**config.mk**
```make
export PLATFORM = sky130hd
export DESIGN_NAME = auto_reclose_general_control
export DESIGN_NICKNAME = d
export VERILOG_FILES = /design/src/reclose_ctrl_pkg.sv /design/src/auto_reclose_general_control.sv
export SDC_FILE = /design/constraint.sdc
export NUM_CORES = 1
export LEC_CHECK = 0
export BUFFER_PORTS_ARGS = -buffer_cell sky130_fd_sc_hd__buf_2
export CAP_MARGIN = 40
export CELL_PAD_IN_SITES_DETAIL_PLACEMENT = 2
export CELL_PAD_IN_SITES_GLOBAL_PLACEMENT = 2
export CORE_MARGIN = 2
export CORE_UTILIZATION = 36
export DETAILED_ROUTE_END_ITERATION = 8
export GPL_ROUTABILITY_DRIVEN = 0
export PLACE_DENSITY_LB_ADDON = 0.12
export SLEW_MARGIN = 20
export SYNTH_ARGS = -nofsm -noshare
export SYNTH_HDL_FRONTEND = slang
export SYNTH_SLANG_ARGS = --single-unit
```
**constraint.sdc**
```tcl
create_clock -name core_clk_i -period 4.2 [get_ports core_clk_i]
set_clock_uncertainty 0.2 [all_clocks]
set_input_delay 0.84 -clock core_clk_i [delete_from_list [all_inputs] [get_ports core_clk_i]]
set_output_delay 0.84 -clock core_clk_i [all_outputs]
set_load 0.02 [all_outputs]
```
**src/reclose_ctrl_pkg.sv**
```systemverilog
/*
  constants, register map and enumerations of the auto_reclose general control block.
  assumes a single 20 mhz core clock and a plain strobe register port.
*/
package reclose_ctrl_pkg;

  ////////////////////////////////////////////////////////////////////////
  // timing
  localparam int unsigned CLK_HZ       = 20000000;
  localparam int unsigned STEP_US      = 5000;
  localparam int unsigned TICK_CYCLES  = CLK_HZ / 1000000 * STEP_US;
  localparam int unsigned MAX_TIME_S   = 1800;
  localparam int unsigned MAX_COUNT    = MAX_TIME_S * 1000000 / STEP_US;
  localparam int unsigned TIME_W       = 19;
  localparam int unsigned RECLAIM_MS   = 10000;
  localparam logic [TIME_W-1:0] RECLAIM_RST = TIME_W'(RECLAIM_MS * 1000 / STEP_US);
  localparam logic [TIME_W-1:0] LOCKOUT_RST = '0;

  ////////////////////////////////////////////////////////////////////////
  // register map (byte addresses)
  localparam logic [7:0] CTRL_ADDR    = 8'h00;
  localparam logic [7:0] STATUS_ADDR  = 8'h04;
  localparam logic [7:0] TVALUE_ADDR  = 8'h08;
  localparam logic [7:0] TKIND_ADDR   = 8'h0c;
  localparam logic [7:0] EVENT_ADDR   = 8'h10;
  localparam logic [7:0] MASK_ADDR    = 8'h14;
  localparam logic [3:0] GRP_BASE_HI  = 4'h2;
  localparam logic [1:0] GRP_CFG_SEL  = 2'h0;
  localparam logic [1:0] GRP_LOCK_SEL = 2'h1;
  localparam logic [1:0] GRP_RCLM_SEL = 2'h2;

  // control fields
  localparam int unsigned CTRL_MODE_BIT = 0;
  localparam int unsigned CTRL_EXT_BIT  = 1;
  // group config fields
  localparam int unsigned CFG_EN_BIT    = 0;
  localparam int unsigned CFG_OBJ_LSB   = 1;
  localparam int unsigned CFG_OBJ_W     = 3;
  localparam int unsigned CFG_RST_BIT   = 4;
  localparam int unsigned CFG_GEN_BIT   = 5;
  localparam int unsigned CFG_W         = 6;
  localparam logic [CFG_W-1:0] CFG_RST  = '0;
  localparam int unsigned NUM_OBJ       = 5;

  // event bits
  localparam int unsigned EV_LOCKED  = 0;
  localparam int unsigned EV_SUCCESS = 1;
  localparam int unsigned EV_OPEN    = 2;
  localparam int unsigned EV_READY   = 3;
  localparam int unsigned EV_W       = 4;

  ////////////////////////////////////////////////////////////////////////
  // states and timer kinds
  typedef enum logic [2:0] {
    ST_INHIBIT = 3'b000,
    ST_READY   = 3'b001,
    ST_RUNNING = 3'b010,
    ST_LOCKOUT = 3'b011,
    ST_RECLAIM = 3'b100,
    ST_LOCKED  = 3'b101
  } state_t;

  typedef enum logic [2:0] {
    TK_NONE    = 3'b000,
    TK_LOCKOUT = 3'b001,
    TK_RESET   = 3'b010,
    TK_START   = 3'b011,
    TK_DEAD    = 3'b100,
    TK_DISCR   = 3'b101,
    TK_SHOT    = 3'b110
  } timer_kind_t;

endpackage

```
**src/auto_reclose_general_control.sv**
```systemverilog
/*
  general control and status of the auto_reclose sequencer: enabling, object select,
  lockout and reclaim countdowns, locked state and its release, status and interrupt.
  assumes a shot engine outside that reports requests, shots, success and its own timers.
*/
// Implementation choices: the address-and-strobe port and the register addresses.
`timescale 1ns/100ps
`default_nettype none

module auto_reclose_general_control #(
  parameter int unsigned TICK_CYCLES = reclose_ctrl_pkg::TICK_CYCLES,
  parameter int unsigned NUM_GROUPS  = 4
) (
  // clock and reset
  input  wire logic        core_clk_i,
  input  wire logic        reset_i,
  // register port
  input  wire logic [7:0]  addr_i,
  input  wire logic [31:0] wr_data_i,
  input  wire logic        wr_i,
  input  wire logic        rd_i,
  output logic      [31:0] rd_data_o,
  output logic             irq_o,
  // device inputs
  input  wire logic [1:0]  setting_group_i,
  input  wire logic        reclose_enable_input_i,
  input  wire logic        block_i,
  input  wire logic        object_fault_i,
  input  wire logic        lock_input_i,
  input  wire logic        lock_reset_i,
  input  wire logic        manual_close_i,
  input  wire logic        any_close_cmd_i,
  input  wire logic        final_trip_i,
  input  wire logic        reclose_success_i,
  input  wire logic [4:0]  reclose_request_i,
  input  wire logic [4:0]  shot_running_i,
  input  wire logic        shot_clear_i,
  input  wire logic [2:0]  shot_timer_kind_i,
  input  wire logic [18:0] shot_timer_value_i,
  // outputs to shot engine and object control
  output logic             sequence_start_o,
  output logic             open_cmd_o,
  output logic      [4:0]  object_sel_o,
  output logic      [31:0] status_o,
  output logic      [2:0]  timer_kind_o,
  output logic      [18:0] timer_value_o
);

  localparam int unsigned TW  = reclose_ctrl_pkg::TIME_W;
  localparam int unsigned CW  = reclose_ctrl_pkg::CFG_W;
  localparam int unsigned EW  = reclose_ctrl_pkg::EV_W;
  localparam int unsigned DVW = $clog2(TICK_CYCLES);
  localparam logic [DVW-1:0] DIV_LAST = DVW'(TICK_CYCLES - 1);

  //////////////////////////////////////////////////////////////////////////
  // group register decode
  function automatic logic grp_hit(input logic [7:0] a);
    logic [3:0] g;
    g = a[7:4] - reclose_ctrl_pkg::GRP_BASE_HI;
    grp_hit = (a[7:4] >= reclose_ctrl_pkg::GRP_BASE_HI) && (32'(g) < NUM_GROUPS)
              && (a[3:2] <= reclose_ctrl_pkg::GRP_RCLM_SEL) && (a[1:0] == 2'h0);
  endfunction

  function automatic logic [1:0] grp_idx(input logic [7:0] a);
    logic [3:0] g;
    g = a[7:4] - reclose_ctrl_pkg::GRP_BASE_HI;
    grp_idx = g[1:0];
  endfunction

  //////////////////////////////////////////////////////////////////////////
  // tick divider
  logic [DVW-1:0] div_q;
  logic [DVW-1:0] div_d;
  logic           tick_q;
  logic           tick_d;

  always_comb begin
    tick_d = (div_q == DIV_LAST);
    div_d  = tick_d ? '0 : div_q + 1'b1;
  end

  always_ff @(posedge core_clk_i) begin
    if (reset_i) begin
      div_q  <= '0;
      tick_q <= 1'b0;
    end else begin
      div_q  <= div_d;
      tick_q <= tick_d;
    end
  end

  //////////////////////////////////////////////////////////////////////////
  // settings registers
  logic [1:0]    ctrl_q;
  logic [1:0]    ctrl_d;
  logic [CW-1:0] cfg_q  [NUM_GROUPS];
  logic [CW-1:0] cfg_d  [NUM_GROUPS];
  logic [TW-1:0] lock_q [NUM_GROUPS];
  logic [TW-1:0] lock_d [NUM_GROUPS];
  logic [TW-1:0] rclm_q [NUM_GROUPS];
  logic [TW-1:0] rclm_d [NUM_GROUPS];
  logic [EW-1:0] mask_q;
  logic [EW-1:0] mask_d;
  logic [1:0]    wg;

  always_comb begin
    ctrl_d = ctrl_q;
    mask_d = mask_q;
    cfg_d  = cfg_q;
    lock_d = lock_q;
    rclm_d = rclm_q;
    wg     = grp_idx(addr_i);
    if (wr_i && addr_i == reclose_ctrl_pkg::CTRL_ADDR) begin
      ctrl_d = wr_data_i[1:0];
    end
    if (wr_i && addr_i == reclose_ctrl_pkg::MASK_ADDR) begin
      mask_d = wr_data_i[EW-1:0];
    end
    if (wr_i && grp_hit(addr_i)) begin
      unique case (addr_i[3:2])
        reclose_ctrl_pkg::GRP_CFG_SEL:  cfg_d[wg]  = wr_data_i[CW-1:0];
        reclose_ctrl_pkg::GRP_LOCK_SEL: lock_d[wg] = wr_data_i[TW-1:0];
        reclose_ctrl_pkg::GRP_RCLM_SEL: rclm_d[wg] = wr_data_i[TW-1:0];
        default: ;
      endcase
    end
  end

  always_ff @(posedge core_clk_i) begin
    if (reset_i) begin
      ctrl_q <= '0;
      mask_q <= '0;
      for (int i = 0; i < NUM_GROUPS; i++) begin
        cfg_q[i]  <= reclose_ctrl_pkg::CFG_RST;
        lock_q[i] <= reclose_ctrl_pkg::LOCKOUT_RST;
        rclm_q[i] <= reclose_ctrl_pkg::RECLAIM_RST;
      end
    end else begin
      ctrl_q <= ctrl_d;
      mask_q <= mask_d;
      cfg_q  <= cfg_d;
      lock_q <= lock_d;
      rclm_q <= rclm_d;
    end
  end

  //////////////////////////////////////////////////////////////////////////
  // live view of the active group
  logic [CW-1:0] act_cfg;
  logic [TW-1:0] act_lock;
  logic [TW-1:0] act_rclm;
  logic          enabled;
  logic          any_req;

  always_comb begin
    act_cfg  = cfg_q[setting_group_i];
    act_lock = lock_q[setting_group_i];
    act_rclm = rclm_q[setting_group_i];
    enabled  = ctrl_q[reclose_ctrl_pkg::CTRL_MODE_BIT]
               && act_cfg[reclose_ctrl_pkg::CFG_EN_BIT]
               && (!ctrl_q[reclose_ctrl_pkg::CTRL_EXT_BIT] || reclose_enable_input_i);
    any_req  = |reclose_request_i;
  end

  //////////////////////////////////////////////////////////////////////////
  // sequencer state and countdown
  reclose_ctrl_pkg::state_t state_q;
  reclose_ctrl_pkg::state_t state_d;
  logic [TW-1:0] timer_q;
  logic [TW-1:0] timer_d;
  logic          start_d;
  logic          open_d;
  logic [EW-1:0] ev_set;
  logic          release_lock;

  always_comb begin
    state_d = state_q;
    timer_d = timer_q;
    start_d = 1'b0;
    open_d  = 1'b0;
    ev_set  = '0;
    release_lock = lock_reset_i
                   || (act_cfg[reclose_ctrl_pkg::CFG_RST_BIT] && any_close_cmd_i);
    if ((state_q == reclose_ctrl_pkg::ST_LOCKOUT || state_q == reclose_ctrl_pkg::ST_RECLAIM)
        && tick_q && timer_q != '0) begin
      timer_d = timer_q - 1'b1;
    end
    unique case (state_q)
      reclose_ctrl_pkg::ST_INHIBIT: begin
        if (enabled && !block_i && !object_fault_i) begin
          state_d = reclose_ctrl_pkg::ST_READY;
          ev_set[reclose_ctrl_pkg::EV_READY] = 1'b1;
        end
      end
      reclose_ctrl_pkg::ST_READY: begin
        if (manual_close_i) begin
          state_d = reclose_ctrl_pkg::ST_RECLAIM;
          timer_d = act_rclm;
        end else if (any_req) begin
          state_d = reclose_ctrl_pkg::ST_RUNNING;
          start_d = 1'b1;
        end
      end
      reclose_ctrl_pkg::ST_RUNNING: begin
        if (reclose_success_i) begin
          ev_set[reclose_ctrl_pkg::EV_SUCCESS] = 1'b1;
          if (act_cfg[reclose_ctrl_pkg::CFG_GEN_BIT]) begin
            state_d = reclose_ctrl_pkg::ST_RECLAIM;
            timer_d = act_rclm;
          end else if (act_lock == '0) begin
            state_d = reclose_ctrl_pkg::ST_READY;
            ev_set[reclose_ctrl_pkg::EV_READY] = 1'b1;
          end else begin
            state_d = reclose_ctrl_pkg::ST_LOCKOUT;
            timer_d = act_lock;
          end
        end
      end
      reclose_ctrl_pkg::ST_LOCKOUT: begin
        if (any_req) begin
          state_d = reclose_ctrl_pkg::ST_LOCKED;
          open_d  = 1'b1;
          ev_set[reclose_ctrl_pkg::EV_OPEN] = 1'b1;
          ev_set[reclose_ctrl_pkg::EV_LOCKED] = 1'b1;
        end else if (timer_q == '0) begin
          state_d = reclose_ctrl_pkg::ST_READY;
          ev_set[reclose_ctrl_pkg::EV_READY] = 1'b1;
        end
      end
      reclose_ctrl_pkg::ST_RECLAIM: begin
        if (any_req) begin
          state_d = reclose_ctrl_pkg::ST_LOCKED;
          ev_set[reclose_ctrl_pkg::EV_LOCKED] = 1'b1;
        end else if (timer_q == '0) begin
          state_d = reclose_ctrl_pkg::ST_READY;
          ev_set[reclose_ctrl_pkg::EV_READY] = 1'b1;
        end
      end
      reclose_ctrl_pkg::ST_LOCKED: begin
        if (release_lock && !final_trip_i && !lock_input_i) begin
          state_d = reclose_ctrl_pkg::ST_INHIBIT;
        end
      end
      default: state_d = reclose_ctrl_pkg::ST_INHIBIT;
    endcase
    // higher priority overrides
    if (state_q != reclose_ctrl_pkg::ST_LOCKED && (final_trip_i || lock_input_i)) begin
      state_d = reclose_ctrl_pkg::ST_LOCKED;
      start_d = 1'b0;
      ev_set[reclose_ctrl_pkg::EV_LOCKED] = 1'b1;
    end else if (state_q != reclose_ctrl_pkg::ST_LOCKED
                 && (!enabled || block_i || object_fault_i)) begin
      state_d = reclose_ctrl_pkg::ST_INHIBIT;
      start_d = 1'b0;
      open_d  = 1'b0;
      ev_set  = '0;
    end
    if (state_d != reclose_ctrl_pkg::ST_LOCKOUT && state_d != reclose_ctrl_pkg::ST_RECLAIM) begin
      timer_d = '0;
    end
  end

  always_ff @(posedge core_clk_i) begin
    if (reset_i) begin
      state_q <= reclose_ctrl_pkg::ST_INHIBIT;
      timer_q <= '0;
    end else begin
      state_q <= state_d;
      timer_q <= timer_d;
    end
  end

  //////////////////////////////////////////////////////////////////////////
  // events and interrupt
  logic [EW-1:0] event_q;
  logic [EW-1:0] event_d;
  logic          irq_d;

  always_comb begin
    event_d = event_q;
    if (wr_i && addr_i == reclose_ctrl_pkg::EVENT_ADDR) begin
      event_d = event_d & ~wr_data_i[EW-1:0];
    end
    event_d = event_d | ev_set;
    irq_d   = |(event_d & mask_q);
  end

  always_ff @(posedge core_clk_i) begin
    if (reset_i) begin
      event_q <= '0;
      irq_o   <= 1'b0;
    end else begin
      event_q <= event_d;
      irq_o   <= irq_d;
    end
  end

  //////////////////////////////////////////////////////////////////////////
  // status, timer view and command outputs
  logic [31:0]   status_d;
  logic [2:0]    kind_d;
  logic [TW-1:0] value_d;
  logic [4:0]    obj_d;
  logic [CW-1:0] rcfg;

  always_comb begin
    status_d = '0;
    status_d[0] = (state_d == reclose_ctrl_pkg::ST_INHIBIT);
    status_d[1] = (state_d == reclose_ctrl_pkg::ST_READY);
    status_d[2] = (state_d == reclose_ctrl_pkg::ST_LOCKED);
    status_d[3] = (state_d == reclose_ctrl_pkg::ST_RUNNING);
    status_d[4] = (state_d != reclose_ctrl_pkg::ST_RUNNING);
    status_d[5] = (state_d == reclose_ctrl_pkg::ST_LOCKOUT);
    status_d[6] = (state_d == reclose_ctrl_pkg::ST_RECLAIM);
    status_d[11:7]  = reclose_request_i;
    status_d[16:12] = shot_running_i;
    status_d[17] = shot_clear_i;
    kind_d  = reclose_ctrl_pkg::TK_NONE;
    value_d = '0;
    unique case (state_d)
      reclose_ctrl_pkg::ST_LOCKOUT: begin
        kind_d  = reclose_ctrl_pkg::TK_LOCKOUT;
        value_d = timer_d;
      end
      reclose_ctrl_pkg::ST_RECLAIM: begin
        kind_d  = reclose_ctrl_pkg::TK_RESET;
        value_d = timer_d;
      end
      reclose_ctrl_pkg::ST_RUNNING: begin
        kind_d  = shot_timer_kind_i;
        value_d = shot_timer_value_i;
      end
      default: ;
    endcase
    obj_d = '0;
    if (32'(act_cfg[reclose_ctrl_pkg::CFG_OBJ_LSB +: reclose_ctrl_pkg::CFG_OBJ_W])
        < reclose_ctrl_pkg::NUM_OBJ) begin
      obj_d[act_cfg[reclose_ctrl_pkg::CFG_OBJ_LSB +: reclose_ctrl_pkg::CFG_OBJ_W]] = 1'b1;
    end else begin
      obj_d[0] = 1'b1;
    end
    status_d[18] = (kind_d != reclose_ctrl_pkg::TK_NONE);
  end

  always_ff @(posedge core_clk_i) begin
    if (reset_i) begin
      status_o         <= '0;
      timer_kind_o     <= reclose_ctrl_pkg::TK_NONE;
      timer_value_o    <= '0;
      object_sel_o     <= '0;
      sequence_start_o <= 1'b0;
      open_cmd_o       <= 1'b0;
    end else begin
      status_o         <= status_d;
      timer_kind_o     <= kind_d;
      timer_value_o    <= value_d;
      object_sel_o     <= obj_d;
      sequence_start_o <= start_d;
      open_cmd_o       <= open_d;
    end
  end

  //////////////////////////////////////////////////////////////////////////
  // register read
  logic [31:0] rd_d;

  always_comb begin
    rd_d = '0;
    rcfg = cfg_q[grp_idx(addr_i)];
    if (rd_i) begin
      if (grp_hit(addr_i)) begin
        unique case (addr_i[3:2])
          reclose_ctrl_pkg::GRP_CFG_SEL:  rd_d = 32'(rcfg);
          reclose_ctrl_pkg::GRP_LOCK_SEL: rd_d = 32'(lock_q[grp_idx(addr_i)]);
          reclose_ctrl_pkg::GRP_RCLM_SEL: rd_d = 32'(rclm_q[grp_idx(addr_i)]);
          default: ;
        endcase
      end else begin
        unique case (addr_i)
          reclose_ctrl_pkg::CTRL_ADDR:   rd_d = 32'(ctrl_q);
          reclose_ctrl_pkg::STATUS_ADDR: rd_d = status_o;
          reclose_ctrl_pkg::TVALUE_ADDR: rd_d = 32'(timer_value_o);
          reclose_ctrl_pkg::TKIND_ADDR:  rd_d = 32'(timer_kind_o);
          reclose_ctrl_pkg::EVENT_ADDR:  rd_d = 32'(event_q);
          reclose_ctrl_pkg::MASK_ADDR:   rd_d = 32'(mask_q);
          default: ;
        endcase
      end
    end
  end

  always_ff @(posedge core_clk_i) begin
    if (reset_i) begin
      rd_data_o <= '0;
    end else begin
      rd_data_o <= rd_d;
    end
  end

endmodule

`default_nettype wire

```
Yosys cells after proc, flatten, opt, wreduce, memory -nomap -nowiden
Cells that the tools add are included.
{ "word_totals": {"regBits": 320, "output_inout_bits": 94, "wordCells": 195} }
{ "op_classes": {"addsub": 3, "order_cmp": 9, "eq_ne": 22, "mux": 70, "bitwise_logic": 9, "reduce_logical": 53} }
{ "op_table": {"columns": ["cell", "n"], "rows": [
  ["19-bit 2-to-1 mux", 15],
  ["32-bit one-hot mux with 6 select lines", 1],
  ["19-bit binary-select mux with 2-bit select", 4],
  ["76-bit bitwise mux", 2],
  ["19-bit one-hot mux with 2 select lines", 2],
  ["19-bit one-hot mux with 3 select lines", 1],
  ["19-bit demux with 2-bit select", 1],
  ["19-bit logical NOT", 2],
  ["3-bit 2-to-1 mux", 11],
  ["32-bit 2-to-1 mux", 1],
  ["6-bit 2-to-1 mux", 5],
  ["6-bit binary-select mux with 2-bit select", 2],
  ["24-bit bitwise mux", 1],
  ["1-bit logical AND", 21],
  ["19-bit nonzero test", 1],
  ["19-bit by 1-bit subtractor with 19-bit output, second input constant", 1],
  ["17-bit by 1-bit adder with 17-bit output, second input constant", 1],
  ["17-bit equality test, second input constant", 1],
  ["8-bit by 4-bit equality test with 1-bit output, second input constant", 2],
  ["8-bit by 5-bit equality test with 1-bit output, second input constant", 2],
  ["1-bit 2-to-1 mux", 16],
  ["3-bit one-hot mux with 5 select lines", 1],
  ["6-bit demux with 2-bit select", 1],
  ["3-bit by 2-bit equality test with 1-bit output, second input constant", 4],
  ["other kinds (36)", 67]
]} }

Logic depth before layout (Yosys ltp)
Gate-level depths: netlist (run 1).
{ "depth": {"ltp_word": 16, "ltp_mapped": 12, "mapped_depth_nobuf": 9} }

Worst setup path after synthesis (run 1)
No wires, ideal clock.
{ "synth_path": {"path_kind": "input port to flip-flop", "start": "input port setting_group_i[1]", "end": "register timer_value_o[4]", "setup_ps": 117, "arrival_ps": 3238, "required_ps": 3883, "slack_ps": 645, "path_stages": 10, "cell_sequence": "buf_2 -> clkbuf_1 -> mux4_2 -> nor4_2 -> and4_1 -> nand3_2 -> a311oi_4 -> buf_8 -> nor2_4 -> a32o_1"} }
{ "synth_via": {"elab_chain_len": 16, "elab_cells_between_ends": 45} }
{ "synth_rtl": {"columns": ["item", "line", "text"], "rows": [
  ["start: declaration", "auto_reclose_general_control.sv:25", "input wire logic [1:0] setting_group_i,"],
  ["2-bit inverter with 3-bit output (not written as such) (*)", "auto_reclose_general_control.sv:156, auto_reclose_general_control.sv:157, auto_reclose_general_control.sv:158", null],
  ["parallel branches: the longest is 14 deep, another holds 19-bit binary-select mux with 2-bit select", null, null],
  ["19-bit one-hot mux with 2 select lines (*)", "auto_reclose_general_control.sv:320", "unique case (state_d)"],
  ["end signal: assignment", "auto_reclose_general_control.sv:356", "timer_value_o <= value_d;"],
  ["end: declaration", "auto_reclose_general_control.sv:46", "output logic [18:0] timer_value_o"]
]} }
Mark *: on every way between the ends. The select of a mux whose other input is x is not followed.
A chain may end at the register's enable or synchronous reset.

Worst setup path in the final report (run 1)
{ "layout_path": {"start": "input port setting_group_i[0]", "end": "register timer_value_o[11]"} }
The elaborated chain is that of the path after synthesis.

==> impl_metrics.ini, run 1 <==
[floorplan]
ios = 182
start_util_pct = 36.31
coreArea_um2 = 40740
die_width_um = 206.7
die_h_um = 206.7
dieArea_um2 = 42730
fp-row-count = 74

[timing]
finalHoldViolations = 0
maxSlewViolCount = 0
fin_crit_ns = 3.602
fin_crit_sh_pct = 85.76
setup_viol = 0
timing.setup.tns_ns = 0
tightest_slew_ns = 0.9691
relSlewSlack_pct = 35.39
rsz0062_at_grt = false
fmax_mhz = 277.6

[yosys]
synth_area_leaders = dfxtp_1 40%, mux4_2 13%, nand2_1 8.0%, a21oi_1 4.7%, mux2i_1 3.9%
synthesis.area_um2 = 14790
syn-mean-instance-area_um2 = 9.257
synth-seq-cells = 294
ys.warnings.count = 0
seq_area_frac_synth_pct = 39.79
synth_cells = 1598
synth.distinct_cells = 85
synth_flop_cell = dfxtp_1
synth_edf_count = 0
synth_top_area_share_pct = 39.79
yosys.area.top_type = dfxtp_1
async_flop_share_pct = 0

[worst_setup_path]
reg2reg_depth = 10
endpoint_kind = register
rrSetupSlack_ns = 0.79
arrival_ns = 3.91
path_class = primary input to register
r2r-end = timer_value_o[8]$_SDFF_PP0_
crit_fanout = 18
startpoint_type = primary input
cp_data_required_time_ns = 4.50
r2r_start = timer_q[0]$_SDFF_PP0_

[min_path]
min_from = div_q[0]$_SDFF_PP0_
min_path_type = register to register
whs_path_depth = 1
hold_path_end = div_q[0]$_SDFF_PP0_

[status]
status = finished clean

[flow_run]
maxCapViolCount = 0

[clock_network]
clk_latency_ns = 0.57
clockBufferDepth = 3
cts_setup_buffers = 0
cts_hold_buf = 0
cts_resized = 0
clock_tree.root_cell = clkbuf_16
tritoncts = done
clock-sinks = 294
htree_num_levels = 2
cts_buffers = 38
clkTransAtPathRegs_ns = 0.06

[power]
finalPower_w = 0.006813
vdd_drop_max_mv = 0.2327
power.leakage_nw = 6.555
p_per_area_nw_per_um2 = 389.3

[route]
drt_first_pass_iters = 5
first_iter_violations = 737
final_antenna_net_count = 0
vias = 13116
postRouteWirelength_mm = 58.22
viasPerCell = 5.765
wire_per_inst_um = 25.59
drcViolationCount = 0

[global_route]
grt_max_degree = 194
antenna_found_initial = 0
grt_pass1_wl_mm = 87.63
grt_usage_pct = 27.30
grt_pass1_vias = 14045
grt-ovfl-total = 0

[placed_design]
place_area_um2 = 16140
dp.cells = 2207
portBuffers = 142
dp_hpwl_mm = 39.87

[cells_and_area]
nets = 1807
fin_cells = 2275
drive_gt1_share_pct = 23.47
stdcell_area_um2 = 17500
num_antenna_cells = 0
final_util_pct = 42.96
area_growth_pct = 18.31
-- state kept, by name (all words and copies together) (netlist names) --
register / flops
ctrl_q: 2
lock_q: 76
cfg_q: 24
open_cmd_o: 1
rclm_q: 76
div_q: 17
mask_q: 4
timer_q: 19
status_o: 19
object_sel_o: 5
tick_q: 1
irq_o: 1
rd_data_o: 19
sequence_start_o: 1
event_q: 4
timer_value_o: 19
state_q: 3
timer_kind_o: 3
-- logic make-up after synthesis --
logic type               count (synthesis)  synth area share (%)
other                                    1               0.02535
multiplexers                           150                 17.66
flip-flops                             294                 39.79
AO/OA/AOI/OAI                          316                 14.25
AND/OR/NAND/NOR                        641                 21.01
XOR/XNOR                                27                 1.599
buffers and inverters                  165                 5.329
adder cells (fa/ha/maj)                  4                0.3383
-- layout make-up --
type | instances | area, um^2
clock inverters | 8 | 170.2
repair buffers | 207 | 1286
fillers | 4412 | 23240
well taps | 532 | 665.6
multi-input cells | 1164 | 8269
flip-flops and latches | 294 | 5886
inverters | 10 | 37.54
clock buffers | 60 | 1187
-- metrics by stage --
stage | hold slack [ns] | setup slack [ns]
4_1_cts | 0.2455 | 0.6350
6_report | 0.2641 | 0.5981
5_1_grt | 0.2614 | 0.4258
3_5_place_dp | 0.2587 | 0.06621
2_1_floorplan | 0.2297 | 0.6448
3_3_place_gp | 0.2451 | 0.1897
-- layer usage --
metal / track usage [%] / part of all wire, % / vias up
li1: - / - / 5901
met1: 35.93 / 45 / 6838
met2: 47.05 / 49 / 296
met3: 4.066 / 4.2 / 81
met4: 6.763 / 2.0 / 0
met5: 0 / 0 / -
-- cells in the mapped netlist, types with 5 or more instances --
cell type and count:
and3_1 7, a211oi_1 9, or4_1 8, inv_1 10
or2_2 7, mux2i_1 57, and4_1 5, nor4_1 8
a31oi_1 5, nor3_1 18, o211ai_1 8, a21oi_1 138
dfxtp_1 294, a21o_1 15, a22oi_1 34, nor3_2 10
o2bb2ai_2 5, buf_2 11, mux4_2 87, or3_1 11
nand2b_1 11, and2_1 8, xnor2_1 11, nand4_1 7
nand2_1 315, o21ai_0 32, nand3_1 15, clkbuf_1 101
o22a_1 17, nor2b_1 15, xor2_1 16, buf_1 10
buf_4 28, mux2_2 5, nor4b_1 5, nor4_2 9
nor2_1 130, nand3b_1 27
-- critical path: stages --
cell and delay, ns:
buf_2 0.22, buf_4 0.23, mux4_1 0.67, and4_1 0.26, nor4_1 0.42, o211ai_1 0.24, nor4_2 0.61, buf_12 0.25
a21o_1 0.14
-- how the worst max path moves through the flow --
stage	start	to	cells after the start
6_report	setting_group_i[0]	timer_value_o[11]$_SDFF_PP0_	9
2_1_floorplan	setting_group_i[1]	timer_value_o[4]$_SDFF_PP0_	10
5_1_grt	setting_group_i[0]	timer_value_o[2]$_SDFF_PP0_	9
4_1_cts	setting_group_i[0]	timer_value_o[4]$_SDFF_PP0_	9
3_5_place_dp	setting_group_i[0]	timer_value_o[4]$_SDFF_PP0_	9
3_3_place_gp	setting_group_i[0]	timer_value_o[4]$_SDFF_PP0_	10
-- power by group --
part           internal, W  switching [W]  leakage, nW
Sequential         0.00281      0.0000176         2.37
Clock              0.00224        0.00131        0.657
Combinational     0.000141       0.000298         3.52
Total              0.00519        0.00162         6.56
-- cell usage in the layout (no fill, tap or decap), types with 10 or more instances in the layout --
master       n
mux2i_1     57
dfxtp_1    294
nand3_1     15
nor2_1     130
nor2b_1     15
xor2_1      16
nand2_1    315
a22oi_1     34
clkbuf_16   41
a21oi_1    138
a21o_1      15
conb_1      26
nand2b_1    11
nor3_1      18
buf_4       59
nand3b_1    27
inv_1       10
buf_2      140
nor3_2      10
mux4_2      87
xnor2_1     11
o22a_1      17
o21ai_0     32
clkbuf_1    10
or3_1       11
Power figures use the tool's default switching activity.
==> inputs of run 2 (changes only) <==
--- a/config.mk
+++ b/config.mk
@@ -10,9 +10,10 @@
 export CELL_PAD_IN_SITES_DETAIL_PLACEMENT = 2
 export CELL_PAD_IN_SITES_GLOBAL_PLACEMENT = 2
 export CORE_MARGIN = 2
-export CORE_UTILIZATION = 36
+export CORE_UTILIZATION = 30
 export DETAILED_ROUTE_END_ITERATION = 8
 export GPL_ROUTABILITY_DRIVEN = 0
+export MAX_ROUTING_LAYER = met4
 export PLACE_DENSITY_LB_ADDON = 0.12
 export SLEW_MARGIN = 20
 export SYNTH_ARGS = -nofsm -noshare
==> run 2 against run 1 <==
  * Flip-flop and latch count unchanged
  * Sequential share of layout area down 0.44 points
  * First-iteration DRC count up 2.3%
  * Largest cell class unchanged
  * Die area up 20%
  * Worst setup slack better by 0.16 ns
  * Critical path depth unchanged
  * Clock power up 1%
  * Final area up 1.3%
  * Worst hold slack worse by 0.0028 ns
  * Fmax up 4.8%
==> impl_metrics.ini, run 2 (synthesis gave the netlist of run 1 again) <==
[global_route]
busiest_layer = met2
grt_pass1_vias = 14082
use_met1_pct = 30.99
grt_max_degree = 208
grt-ovfl-total = 0
grt_usage_pct = 24.69
grt_pass1_wl_mm = 91.16
use_met2_pct = 41.20
antenna_found_initial = 0
grt_use_met3_pct = 4.033

[clock_network]
clkTransAtPathRegs_ns = 0.05
cts_hold_buf = 0
cts_buffers = 39
clock_tree.root_cell = clkbuf_16
clk_latency_ns = 0.57
clockBufferDepth = 3
htree_num_levels = 2
tritoncts = done
cts_setup_buffers = 0
cts_resized = 0
clock-sinks = 294

[timing]
rsz0062_at_grt = false
fin_crit_sh_pct = 81.86
relSlewSlack_pct = 11.07
fin_crit_ns = 3.438
timing.setup.tns_ns = 0
setup_viol = 0
fmax_mhz = 290.9
maxSlewViolCount = 0
finalHoldViolations = 0
tightest_slew_ns = 1.334

[route]
first_iter_violations = 754
vias = 13010
drt_first_pass_iters = 5
postRouteWirelength_mm = 60.61
final_antenna_net_count = 0
wire_per_inst_um = 25.09
drcViolationCount = 0
viasPerCell = 5.385

[power]
p_per_area_nw_per_um2 = 386.9
vdd_drop_max_mv = 0.2435
power.leakage_nw = 6.623

[floorplan]
die_width_um = 226.1
die_h_um = 226.1
dieArea_um2 = 51100
ios = 182
coreArea_um2 = 48850
fp-row-count = 81
start_util_pct = 30.28

[worst_setup_path]
cp_num_buf_inv = 2
slowest_stage = nor4_2
critPathMaxStageDelay_ns = 0.55
arrival_ns = 3.69
cp_top_family = simple AND/OR/NAND/NOR gates
crit_chain = buf_2 -> mux4_2 -> nor4_2 -> and4_1 -> nand3_2 -> a311oi_4 -> buf_12 -> a211oi_1 -> a21o_1
rrSetupSlack_ns = 0.78
crit_fanout = 13
path_class = primary input to register
endpoint_kind = register
startpoint_type = primary input
cp_data_required_time_ns = 4.45

[cells_and_area]
final_cell_mix = 315 x nand2_1, 294 x dfxtp_1, 139 x buf_2, 138 x a21oi_1, 130 x nor2_1
mostFrequentLayoutCell = nand2_1
seqCellArea_um2 = 5886
fin_cells = 2416
nets = 1814
top_regs = lock_q: 76 flops, rclm_q: 76 flops, cfg_q: 24 flops
area_growth_pct = 19.87
num_antenna_cells = 0
n_fill_cell = 5440
drive_gt1_share_pct = 24.09
multi_input_area_um2 = 8269

[status]
status = finished clean

[flow_run]
maxCapViolCount = 0

[placed_design]
portBuffers = 142
dp.cells = 2345
dp_hpwl_mm = 42.49

[min_path]
min_path_type = register to register
-- run 2: worst paths after layout --
path | from | endpoint | cells past startpoint
setup / recovery | setting_group_i[1] | timer_value_o[8]$_SDFF_PP0_ | 9
hold / removal | div_q[0]$_SDFF_PP0_ | div_q[0]$_SDFF_PP0_ | 1
setup reg to reg | timer_q[0]$_SDFF_PP0_ | timer_value_o[8]$_SDFF_PP0_ | 10
hold reg to reg | div_q[0]$_SDFF_PP0_ | div_q[0]$_SDFF_PP0_ | 1
-- run 2: layer usage --
metal / routed length, um / vias up
met1: 27200 / 6734
li1: - / 5923
met5: 0 / -
met2: 29460 / 266
met3: 2468 / 87
met4: 1483 / 0
-- run 2: stage by stage --
stage | cell area, um^2 | hold WS, ns | total power (W) | setup WS, ns | utilization (%)
detailed placement | 16360 | 0.2596 | 0.003335 | 0.1412 | 33.50
global placement | 16340 | 0.2429 | 0.003329 | 0.2063 | 33.45
finish | 17730 | 0.2613 | 0.006860 | 0.7621 | 36.30
CTS | 17730 | 0.2607 | 0.006957 | 0.7750 | 36.30
floorplan | 14890 | 0.2297 | 0.003168 | 0.6448 | -
global route | 17730 | 0.2632 | 0.007091 | 0.6492 | 36.30
-- run 2: layout make-up --
cell class	count	area share [%]
Multi-Input combinational cell	1164	46.63
Sequential cell	294	33.19
Timing Repair Buffer	213	7.564
Clock buffer	55	6.534
Tap cell	664	4.685
Clock inverter	16	1.178
Inverter	10	0.2117
-- run 2: power by group --
| group | total (W) | switching (W) | internal [W] |
|---|---|---|---|
| registers | 0.00282 | 0.0000188 | 0.00281 |
| logic | 0.000449 | 0.000303 | 0.000146 |
| clock network | 0.00359 | 0.00136 | 0.00223 |
